<file path="config.mk">
export PLATFORM = sky130hd
export DESIGN_NAME = acpc_regs
export DESIGN_NICKNAME = d
export VERILOG_FILES = /design/src/design/acpc_pattern.v /design/src/design/acpc_regs.v
export VERILOG_INCLUDE_DIRS = /design/src /design/src/shared
export SDC_FILE = /design/constraint.sdc
export NUM_CORES = 1
export LEC_CHECK = 0
export BUFFER_PORTS_ARGS = -buffer_cell sky130_fd_sc_hd__buf_4
export CAP_MARGIN = 20
export CORE_ASPECT_RATIO = 0.75
export CORE_MARGIN = 2
export CORE_UTILIZATION = 61
export CTS_CLUSTER_DIAMETER = 120
export DETAILED_ROUTE_END_ITERATION = 8
export PLACE_DENSITY = 0.91
export SYNTH_ARGS = -nofsm -noshare
export SYNTH_HDL_FRONTEND = slang
export SYNTH_HIERARCHICAL = 1
export SYNTH_SLANG_ARGS = --single-unit
</file>
<file path="constraint.sdc">
create_clock -name mclk -period 4.8 [get_ports mclk]
set_input_delay 0.72 -clock mclk [delete_from_list [all_inputs] [get_ports mclk]]
set_output_delay 0.72 -clock mclk [all_outputs]
set_load 0.005 [all_outputs]
</file>
<file path="src/shared/acpc_map.vh">
// Register map, field layout and codes for the ADC program control registers
// Operation
// - Clock divider field divides input clock by value plus one (1 to 8).
// - Four-bit test field selects one of twelve output test patterns or off.
// - Outside digital reset mode, any nonzero test selection puts test words on data outputs instead of samples.
// - Self-test register bit 0 starts self-test; bit 2 is the init control.
`ifndef ACPC_MAP_VH
`define ACPC_MAP_VH

// Register addresses on the serial control port
`define ACPC_ADDR_MODES   13'h008
`define ACPC_ADDR_CLKDIV  13'h00b
`define ACPC_ADDR_TEST    13'h00d
`define ACPC_ADDR_BIST    13'h00e
`define ACPC_ADDR_OFFSET  13'h010

// Writable bits per register
`define ACPC_MASK_MODES   8'he3
`define ACPC_MASK_CLKDIV  8'h07
`define ACPC_MASK_TEST    8'hff
`define ACPC_MASK_BIST    8'h05
`define ACPC_MASK_OFFSET  8'hff
`define ACPC_RST_VAL      8'h00

// Field positions
`define ACPC_MODE_MSB        1
`define ACPC_MODE_LSB        0
`define ACPC_DIV_MSB         2
`define ACPC_DIV_LSB         0
`define ACPC_TSEL_MSB        3
`define ACPC_TSEL_LSB        0
`define ACPC_PN_SHORT_RST    4
`define ACPC_PN_LONG_RST     5
`define ACPC_BIST_START_BIT  0
`define ACPC_SELF_TEST_INIT_BIT   2

// Operating mode codes
`define ACPC_MODE_RUN   2'h0
`define ACPC_MODE_PDWN  2'h1
`define ACPC_MODE_STBY  2'h2
`define ACPC_MODE_DRST  2'h3

// Output test selections
`define ACPC_T_OFF      4'h0
`define ACPC_T_MID      4'h1
`define ACPC_T_POSFS    4'h2
`define ACPC_T_NEGFS    4'h3
`define ACPC_T_CHECKER  4'h4
`define ACPC_T_PNLONG   4'h5
`define ACPC_T_PNSHORT  4'h6
`define ACPC_T_WTOGGLE  4'h7
`define ACPC_T_USER     4'h8
`define ACPC_T_BTOGGLE  4'h9
`define ACPC_T_SYNC     4'ha
`define ACPC_T_ONEHIGH  4'hb
`define ACPC_T_MIXED    4'hc

// Pattern words
`define ACPC_W_MID      12'h800
`define ACPC_W_POSFS    12'hfff
`define ACPC_W_NEGFS    12'h000
`define ACPC_W_CHK_A    12'haaa
`define ACPC_W_CHK_B    12'h555
`define ACPC_W_SYNC     12'h03f
`define ACPC_W_ONEHIGH  12'h800
`define ACPC_W_MIXED    12'ha0f
`define ACPC_PN_SEED_L  23'h7fffff
`define ACPC_PN_SEED_S  9'h1ff

// Serial instruction layout
`define ACPC_INSTR_LAST  4'hf
`define ACPC_BYTE_LAST   4'h7
`define ACPC_W_STREAM    2'h3

`endif

</file>
<file path="src/design/acpc_pattern.v">
// Output test pattern generator
`timescale 1ns/1ps
`include "acpc_map.vh"
module acpc_pattern #(
  parameter WIDTH = 12
) (
  // Clock and reset
  input  wire             mclk,
  input  wire             rst,
  input  wire             ce,
  // Control
  input  wire             advance,
  input  wire             hold,
  input  wire [3:0]       sel,
  input  wire             pn_long_rst,
  input  wire             pn_short_rst,
  input  wire [WIDTH-1:0] user_pattern,
  // Pattern out
  output reg  [WIDTH-1:0] word
);
  reg  [22:0] long_pseudorandom_pattern;
  reg  [8:0]  short_pseudorandom_pattern;
  reg         phase;
  wire [22:0] next_long;
  wire [8:0]  next_short;

  // x^23 + x^18 + 1 and x^9 + x^5 + 1
  assign next_long  = {long_pseudorandom_pattern[21:0],
                       long_pseudorandom_pattern[22] ^ long_pseudorandom_pattern[17]};
  assign next_short = {short_pseudorandom_pattern[7:0],
                       short_pseudorandom_pattern[8] ^ short_pseudorandom_pattern[4]};

  always @(posedge mclk or posedge rst) begin
    if (rst) begin
      long_pseudorandom_pattern  <= `ACPC_PN_SEED_L;
      short_pseudorandom_pattern <= `ACPC_PN_SEED_S;
      phase                      <= 1'b0;
    end else if (ce) begin
      // Sequence reset bits hold the generators at their seed until cleared
      if (hold || pn_long_rst)
        long_pseudorandom_pattern <= `ACPC_PN_SEED_L;
      else if (advance)
        long_pseudorandom_pattern <= next_long;
      if (hold || pn_short_rst)
        short_pseudorandom_pattern <= `ACPC_PN_SEED_S;
      else if (advance)
        short_pseudorandom_pattern <= next_short;
      if (hold)
        phase <= 1'b0;
      else if (advance)
        phase <= ~phase;
    end
  end

  always @* begin
    case (sel)
      `ACPC_T_MID:     word = `ACPC_W_MID;
      `ACPC_T_POSFS:   word = `ACPC_W_POSFS;
      `ACPC_T_NEGFS:   word = `ACPC_W_NEGFS;
      `ACPC_T_CHECKER: word = phase ? `ACPC_W_CHK_B : `ACPC_W_CHK_A;
      `ACPC_T_PNLONG:  word = long_pseudorandom_pattern[WIDTH-1:0];
      `ACPC_T_PNSHORT: word = {{(WIDTH-9){1'b0}}, short_pseudorandom_pattern};
      `ACPC_T_WTOGGLE: word = phase ? `ACPC_W_NEGFS : `ACPC_W_POSFS;
      `ACPC_T_USER:    word = user_pattern;
      `ACPC_T_BTOGGLE: word = `ACPC_W_CHK_A;
      `ACPC_T_SYNC:    word = `ACPC_W_SYNC;
      `ACPC_T_ONEHIGH: word = `ACPC_W_ONEHIGH;
      `ACPC_T_MIXED:   word = `ACPC_W_MIXED;
      default:         word = {WIDTH{1'b0}};
    endcase
  end
endmodule // acpc_pattern

</file>
<file path="src/design/acpc_regs.v">
// Program control registers behind the serial control port, with mode, divider and test output
`timescale 1ns/1ps
`include "acpc_map.vh"
module acpc_regs #(
  parameter WIDTH = 12
) (
  // Clock, reset, enable
  input  wire             mclk,
  input  wire             rst,
  input  wire             ce,
  // Serial control port pins
  input  wire             spi_sclk,
  input  wire             spi_cs_n,
  input  wire             spi_sdio_in,
  output reg              spi_sdio_out,
  output reg              spi_sdio_oe,
  // Converter side
  input  wire [WIDTH-1:0] adc_sample,
  input  wire [WIDTH-1:0] user_pattern,
  output reg  [WIDTH-1:0] data_out,
  output reg              sample_strobe,
  // Mode and trim outputs
  output reg              power_down,
  output reg              standby,
  output reg              digital_reset,
  output reg  [2:0]       clk_div_ratio,
  output reg  [7:0]       offset_trim,
  output reg              self_test_start,
  output reg              self_test_init
);
  localparam ST_INSTR = 2'h0;
  localparam ST_DATA  = 2'h1;
  localparam ST_DONE  = 2'h2;

  // Registers
  reg  [7:0]       operating_modes;
  reg  [7:0]       clock_divide_ratio;
  reg  [7:0]       output_test_select;
  reg  [7:0]       self_test_control;
  reg  [7:0]       offset_adjust_q;

  // Pin synchronisers
  reg              sclk_s1, sclk_s2, sclk_d;
  reg              cs_s1, cs_s2;
  reg              sdi_s1, sdi_s2;

  // Serial engine
  reg  [1:0]       state;
  reg  [3:0]       bit_cnt;
  reg  [14:0]      instr;
  reg  [6:0]       dbyte;
  reg              rd;
  reg  [1:0]       left;
  reg  [12:0]      addr;
  reg  [7:0]       tx;
  reg              wr_stb;
  reg  [12:0]      wr_addr;
  reg  [7:0]       wr_data;

  reg  [2:0]       div_cnt;
  wire             rise;
  wire             fall;
  wire [12:0]      addr_dec;
  wire [12:0]      instr_addr;
  wire [WIDTH-1:0] pat_word;
  wire             test_on;
  wire             dp_hold;

  assign rise       = sclk_s2 & ~sclk_d;
  assign fall       = ~sclk_s2 & sclk_d;
  assign addr_dec   = addr - 13'h0001;
  assign instr_addr = {instr[11:0], sdi_s2};
  assign test_on    = output_test_select[`ACPC_TSEL_MSB:`ACPC_TSEL_LSB] != `ACPC_T_OFF;
  assign dp_hold    = operating_modes[`ACPC_MODE_MSB:`ACPC_MODE_LSB] != `ACPC_MODE_RUN;

  // Unmapped addresses read as zero
  function [7:0] rd_mux;
    input [12:0] a;
    begin
      case (a)
        `ACPC_ADDR_MODES:  rd_mux = operating_modes;
        `ACPC_ADDR_CLKDIV: rd_mux = clock_divide_ratio;
        `ACPC_ADDR_TEST:   rd_mux = output_test_select;
        `ACPC_ADDR_BIST:   rd_mux = self_test_control;
        `ACPC_ADDR_OFFSET: rd_mux = offset_adjust_q;
        default:           rd_mux = 8'h00;
      endcase
    end
  endfunction

  always @(posedge mclk or posedge rst) begin
    if (rst) begin
      sclk_s1 <= 1'b0;
      sclk_s2 <= 1'b0;
      sclk_d  <= 1'b0;
      cs_s1   <= 1'b1;
      cs_s2   <= 1'b1;
      sdi_s1  <= 1'b0;
      sdi_s2  <= 1'b0;
    end else if (ce) begin
      sclk_s1 <= spi_sclk;
      sclk_s2 <= sclk_s1;
      sclk_d  <= sclk_s2;
      cs_s1   <= spi_cs_n;
      cs_s2   <= cs_s1;
      sdi_s1  <= spi_sdio_in;
      sdi_s2  <= sdi_s1;
    end
  end

  // Input sampled on rising clock, read data driven on falling clock
  always @(posedge mclk or posedge rst) begin
    if (rst) begin
      state        <= ST_INSTR;
      bit_cnt      <= 4'h0;
      instr        <= 15'h0000;
      dbyte        <= 7'h00;
      rd           <= 1'b0;
      left         <= 2'h0;
      addr         <= 13'h0000;
      tx           <= 8'h00;
      wr_stb       <= 1'b0;
      wr_addr      <= 13'h0000;
      wr_data      <= 8'h00;
      spi_sdio_out <= 1'b0;
      spi_sdio_oe  <= 1'b0;
    end else if (ce) begin
      wr_stb <= 1'b0;
      if (cs_s2) begin
        state       <= ST_INSTR;
        bit_cnt     <= 4'h0;
        spi_sdio_oe <= 1'b0;
      end else if (rise) begin
        case (state)
          ST_INSTR: begin
            instr   <= {instr[13:0], sdi_s2};
            bit_cnt <= bit_cnt + 4'h1;
            if (bit_cnt == `ACPC_INSTR_LAST) begin
              rd      <= instr[14];
              left    <= instr[13:12];
              addr    <= instr_addr;
              tx      <= rd_mux(instr_addr);
              bit_cnt <= 4'h0;
              state   <= ST_DATA;
            end
          end
          ST_DATA: begin
            dbyte   <= {dbyte[5:0], sdi_s2};
            bit_cnt <= bit_cnt + 4'h1;
            if (bit_cnt == `ACPC_BYTE_LAST) begin
              bit_cnt <= 4'h0;
              wr_stb  <= ~rd;
              wr_addr <= addr;
              wr_data <= {dbyte, sdi_s2};
              // Multi-byte transfers walk down the address space
              addr    <= addr_dec;
              tx      <= rd_mux(addr_dec);
              if (left == 2'h0)
                state <= ST_DONE;
              else if (left != `ACPC_W_STREAM)
                left <= left - 2'h1;
            end
          end
          ST_DONE: begin
            bit_cnt <= 4'h0;
          end
          default: begin
            state <= ST_INSTR;
          end
        endcase
      end else if (fall) begin
        if (state == ST_DATA && rd) begin
          spi_sdio_oe  <= 1'b1;
          spi_sdio_out <= tx[7];
          tx           <= {tx[6:0], 1'b0};
        end else begin
          spi_sdio_oe <= 1'b0;
        end
      end
    end
  end

  // Writes take effect at once; masks keep unused bits at zero
  always @(posedge mclk or posedge rst) begin
    if (rst) begin
      operating_modes    <= `ACPC_RST_VAL;
      clock_divide_ratio <= `ACPC_RST_VAL;
      output_test_select <= `ACPC_RST_VAL;
      self_test_control  <= `ACPC_RST_VAL;
      offset_adjust_q    <= `ACPC_RST_VAL;
    end else if (ce && wr_stb) begin
      case (wr_addr)
        `ACPC_ADDR_MODES:  operating_modes    <= wr_data & `ACPC_MASK_MODES;
        `ACPC_ADDR_CLKDIV: clock_divide_ratio <= wr_data & `ACPC_MASK_CLKDIV;
        `ACPC_ADDR_TEST:   output_test_select <= wr_data & `ACPC_MASK_TEST;
        `ACPC_ADDR_BIST:   self_test_control  <= wr_data & `ACPC_MASK_BIST;
        `ACPC_ADDR_OFFSET: offset_adjust_q    <= wr_data & `ACPC_MASK_OFFSET;
        default:           offset_adjust_q    <= offset_adjust_q;
      endcase
    end
  end

  // Divider stays parked outside run mode so restart is phase-aligned
  always @(posedge mclk or posedge rst) begin
    if (rst) begin
      div_cnt       <= 3'h0;
      sample_strobe <= 1'b0;
    end else if (ce) begin
      if (dp_hold) begin
        div_cnt       <= 3'h0;
        sample_strobe <= 1'b0;
      end else if (div_cnt >= clock_divide_ratio[`ACPC_DIV_MSB:`ACPC_DIV_LSB]) begin
        div_cnt       <= 3'h0;
        sample_strobe <= 1'b1;
      end else begin
        div_cnt       <= div_cnt + 3'h1;
        sample_strobe <= 1'b0;
      end
    end
  end

  acpc_pattern #(
    .WIDTH (WIDTH)
  ) u_pattern (
    .mclk         (mclk),
    .rst          (rst),
    .ce           (ce),
    .advance      (sample_strobe),
    .hold         (digital_reset),
    .sel          (output_test_select[`ACPC_TSEL_MSB:`ACPC_TSEL_LSB]),
    .pn_long_rst  (output_test_select[`ACPC_PN_LONG_RST]),
    .pn_short_rst (output_test_select[`ACPC_PN_SHORT_RST]),
    .user_pattern (user_pattern),
    .word         (pat_word)
  );

  always @(posedge mclk or posedge rst) begin
    if (rst) begin
      data_out        <= {WIDTH{1'b0}};
      power_down      <= 1'b0;
      standby         <= 1'b0;
      digital_reset   <= 1'b0;
      clk_div_ratio   <= 3'h0;
      offset_trim     <= 8'h00;
      self_test_start <= 1'b0;
      self_test_init  <= 1'b0;
    end else if (ce) begin
      power_down    <= operating_modes[`ACPC_MODE_MSB:`ACPC_MODE_LSB] == `ACPC_MODE_PDWN;
      standby       <= operating_modes[`ACPC_MODE_MSB:`ACPC_MODE_LSB] == `ACPC_MODE_STBY;
      digital_reset <= operating_modes[`ACPC_MODE_MSB:`ACPC_MODE_LSB] == `ACPC_MODE_DRST;
      clk_div_ratio   <= clock_divide_ratio[`ACPC_DIV_MSB:`ACPC_DIV_LSB];
      offset_trim     <= offset_adjust_q;
      self_test_start <= self_test_control[`ACPC_BIST_START_BIT];
      self_test_init  <= self_test_control[`ACPC_SELF_TEST_INIT_BIT];
      // Decoded from the field so the zeroed output lines up with the mode output
      if (operating_modes[`ACPC_MODE_MSB:`ACPC_MODE_LSB] == `ACPC_MODE_DRST)
        data_out <= {WIDTH{1'b0}};
      else if (test_on)
        data_out <= pat_word;
      else
        data_out <= adc_sample;
    end
  end
endmodule // acpc_regs

</file>
# --- Yosys cells after proc, flatten, opt, wreduce, memory -nomap -nowiden ---
# Index checks and enable logic that the tools add are counted.
totals:
  ff_bits: 174
  input_bits: 30
  out_inout_bits: 31
  elab_cells: 186
op_classes:
  addsub: 4
  n_lt_le_gt_ge: 1
  n_eq_ne: 46
  n_mux: 50
  bitwise_logic: 10
  reduce_logical: 37
ops:
  columns: ["operator", "n"]
  rows:
  - ["$eq 13x4->1 const B", 12]
  - ["$pmux 12 s10", 1]
  - ["$pmux 8 s5", 2]
  - ["$mux 12", 4]
  - ["$mux 23", 2]
  - ["$mux 8", 5]
  - ["$eq 13x5->1 const B", 3]
  - ["$mux 13", 2]
  - ["$pmux 13 s2", 1]
  - ["$eq 4x4->1 const B", 6]
  - ["$eq 4x3->1 const B", 5]
  - ["$mux 2", 9]
  - ["$mux 9", 2]
  - ["$reduce_bool 2->1", 9]
  - ["$mux 4", 4]
  - ["$pmux 8 s2", 1]
  - ["$reduce_and 2->1", 8]
  - ["$ne 3x3->1 const B", 5]
  - ["$reduce_and 5->1", 3]
  - ["$ne 2x2->1 const B", 7]
  - ["$sub 13x1->13 const B", 1]
  - ["$mux 1", 12]
  - ["$pmux 4 s3", 1]
  - ["$reduce_and 6->1", 2]
  - ["24 further kinds", 41]

# --- Longest topological paths before layout ---
logic_depth:
  ltp_word: 6
  ltp_mapped: 10
  mapped_depth_nobuf: 8

# --- Modules after synthesis ---
# The synthesis kept the hierarchy.
by_module_without_submodules:
  columns: ["module", "instances", "cells_per_inst", "area_each_um2", "seq_area_each_um2"]
  rows:
  - ["acpc_regs", 1, 652, 7161.9, 3530.9]
  - ["acpc_pattern", 1, 227, 1933.1, 865.8]

# --- Worst setup path before layout ---
# No wires, ideal clock.
synth_timing:
  kind: "input to register"
  start: "in ce"
  end: "reg wr_addr[0]"
  setup_ps: 125
  t_arrival_ps: 2364
  required_ps: 4675
  path_slack_ps: 2311
  path_stages: 7
  path_buffers: 2
  path_cell_list: "buf_2 -> nand2_1 -> nor2_1 -> nand2_1 -> nor3_1 -> buf_2 -> mux2_2"
synth_via:
  elab_chain_len: 1
synth_lines:
  columns: ["item", "line", "source"]
  rows:
  - ["start: declaration", "acpc_regs.v:10", "input wire ce,"]
  - ["$reduce_and 5->1 (no source line)", null, null]
  - ["end signal: assignment", "acpc_regs.v:153", "wr_addr <= addr;"]
  - ["end: declaration", "acpc_regs.v:57", "reg [12:0] wr_addr;"]
# No other way between the ends.
# A chain may end at the register's enable or synchronous reset.

# --- Final worst setup path ---
layout_timing:
  start: "reg state[1]"
  end: "reg tx[3]"
layout_via:
  elab_chain_len: 4
  elab_cells_between_ends: 10
  classes_between: "eq/ne (4); mux (2); reduce/logical (4)"
layout_lines:
  columns: ["item", "line", "source"]
  rows:
  - ["start: declaration", "acpc_regs.v:48", "reg [1:0] state;"]
  - ["start signal: assignment", "acpc_regs.v:114", "state <= ST_INSTR;"]
  - ["start signal: assignment", "acpc_regs.v:130", "state <= ST_INSTR;"]
  - ["start signal: assignment", "acpc_regs.v:144", "state <= ST_DATA;"]
  - ["$eq 2x1->1", "acpc_regs.v:134, acpc_regs.v:172", null]
  - ["$logic_and 1x1->1", "acpc_regs.v:172", "if (state == ST_DATA && rd) begin"]
  - ["$reduce_bool 2->1 (no source line)", null, null]
  - ["$reduce_and 7->1 (no source line)", null, null]
  - ["end signal: assignment", "acpc_regs.v:142", "tx <= rd_mux(instr_addr);"]
  - ["end signal: assignment", "acpc_regs.v:157", "tx <= rd_mux(addr_dec);"]
  - ["end signal: assignment", "acpc_regs.v:175", "tx <= {tx[6:0], 1'b0};"]
  - ["end: declaration", "acpc_regs.v:55", "reg [7:0] tx;"]
# Several ways; a longest one is shown, not always the timed one.

==> reports/metrics.csv <==
metric,value,unit
run status,completed,
row count,38,
PnR worst setup slack,1.59,ns
Yosys warnings,6,
H-tree Lvls,4,
vias in the first global route,6426,
Hold WS,0.407,ns
largest net degree at the start of global routing,111,
Nets,962,
ys async rst share,100,%
Boundary Pins,61,
Synth Register Bits,174,
clk slew on worst S/H paths,0.07,ns
min cycle time layout,3.21,ns
grt ovf,0,
Syn-to-layout area delta,12.1,%
Initial Util,62.7,%
Slowest Stage Delay on Critical Path,0.51,ns
Leak,4.62,nW
GP Congestion,0.926,
"Hold Vio Cnt, Final",0,
RSZ-0062 raised after global routing,no,
Slew headroom,34.3,%
I/O Buffers,60,
initial antenna violation count,0,
Place WS,1.64,ns
worst r2r dst,tx[3],
final setup fails,0,
worst r2r src,state[1],
"Setup Fix Bufs, Post-CTS",0,
syn_nets,926,
Worst Setup End Kind,register,
"most common cell after layout, fill and taps aside",dfrtp_1,
DR iter-0 viols,899,
layout cells sized above 1,26.9,%
Final Max Slew Viols,0,
DRC,0,
core area,0.0145,mm²
Power per Cell Area,343,mW/mm²
Die Wd,145,µm
CTS sink count,174,
die height,110,µm
CP max FO,30,
CP Capture Point,tx[3],
Reg2Reg Depth,9,
crit-path cells,"inv_1, ha_1, buf_4, or3b_1, a211o_1, nor2_1, nor2_1, or3_1, o221a_2",
"Seq/Total Area, Yosys",48.3,%
Max VDD drop,244,µV
Syn Area/Cell,10.3,µm²
total track usage,28.1,%
CTS buffer count,17,
setup TNS,0,ns
Arrival @ worst endpoint,3.54,ns
vias post-DR,7051,
Worst path depth,9,
CP startpoint,state[1],
global-route wire length before repair,34.7,mm
Syn Std Cell Area,0.00909,mm²
full die area,0.0159,mm²
max_cap viols,0,
Crit path required time,5.13,ns
via/cell ratio,6.25,
WL final,21.8,mm
CP bufs+invs,2,
"Worst Path Class, Setup",register to register,
maximum root-to-sink buffer count,2,
first-pass iteration count of the detailed router,5,
"Top cell by count, worst path",nor2_1,
# resized after CTS,0,
HP Class,primary input to asynchronous set/reset pin,
most frequent cells in the layout,"dfrtp_1, mux2_2, nand2_1, nor2_1, o21ai_0",
clk_skew,0.0119,ns
ys flop type,dfrtp_1,
Mapped Cells,879,
Detail Placement HPWL,14.8,mm
CTS Hold Buffers Added,0,
Diodes inserted,0,
final core utilization,70.3,%
Peak Freq,311,MHz
Critical Path Source Type,register,
Skew-Pair Late Insertion Delay,0.44,ns
DRT antenna net count,0,
CTS tree,done,
r2r setup slk,1.59,ns
Root Driver,clkbuf_16,
"slowest stage cell, crit path",a211o_1,
Tcrit/Tclk final,66.9,%
Crit path max-delay family,simple AND/OR/NAND/NOR gates,
Slew @ Worst Pin,0.977,ns
number of synthesized flops with an enable pin,0,
DR WL/cell,19.4,µm
Yosys cell types,82,
[registers in the layout (all words and copies together), names as in the netlist, 8 cells and up]
register	count
wr_addr	13
offset_trim	8
tx	8
data_out	12
wr_data	8
instr	15
offset_adjust_q	8
u_pattern/short_pseudorandom_pattern	9
output_test_select	8
addr	13
u_pattern/long_pseudorandom_pattern	23
[how the worst min path moves through the flow]
stage	start	endpoint	slack [ns]
4_1_cts	rst	u_pattern/phase	0.41
3_5_place_dp	u_pattern/long_pseudorandom_pattern[20]	u_pattern/long_pseudorandom_pattern[20]	0.47
2_1_floorplan	sclk_s1	sclk_s2	0.45
6_report	rst	u_pattern/phase	0.41
3_3_place_gp	spi_sdio_oe	spi_sdio_oe	0.46
5_1_grt	rst	u_pattern/phase	0.43
[tightest hold or removal path, delay by kind of cell]
family	cells	cell delay (ns)
buffers and inverters	3	0.54
[final cells by class]
type	instances	area [µm²]
fill	1000	4300
timing repair buffer	67	503
clock inverter	11	95.1
clock buffer	21	482
multi-input combinational	616	4320
tap	200	250
inverter	39	151
sequential	174	4400
[per-layer routing]
metal	vias up	routed length, µm	global-route usage, %
met5	-	0	0
met3	24	2080	9.75
met2	304	9340	39.9
li1	3247	-	-
met1	3476	10200	42.0
met4	0	189	5.59
[Yosys cell counts (17+ instances only)]
cell type | n | area share, %
a21oi_1 | 33 | 1.8
nand3_1 | 19 | 1.0
ha_1 | 17 | 2.3
mux2_2 | 87 | 11
nand2_1 | 72 | 3.0
buf_2 | 17 | 0.94
dfrtp_1 | 140 | 39
nor2_1 | 72 | 3.0
dfstp_2 | 34 | 9.8
inv_1 | 39 | 1.6
o22ai_1 | 18 | 1.2
o21ai_0 | 70 | 3.9
clkbuf_1 | 24 | 0.99
nor2b_1 | 18 | 1.2
mux2i_1 | 17 | 1.9
[power by group]
part           switching, mW  internal (mW)
Sequential             0.149           1.62
Combinational          0.215          0.161
Clock                  0.616          0.738
[kinds of logic after synthesis]
family,synth area share (%)
and+or+nand+nor,15.8
AOI/OAI and AO/OA,16.2
DFF,48.3
muxes,12.6
buffers and inverters,4.29
adders and majority gates,2.34
xor gates and xnor gates,0.482
[stage by stage]
| stage | power (mW) | cell area [µm²] | cells |
|---|---|---|---|
| finish | 3.50 | 10200 | 1128 |
| global route | 3.64 | 10200 | 1128 |
| CTS | 3.49 | 10200 | 1128 |
| detailed placement | 2.15 | 9620 | 1096 |
| global placement | 2.13 | 9620 | 1096 |
| floorplan | 2.01 | 9090 | 879 |
(Power assumes the default switching activity.)
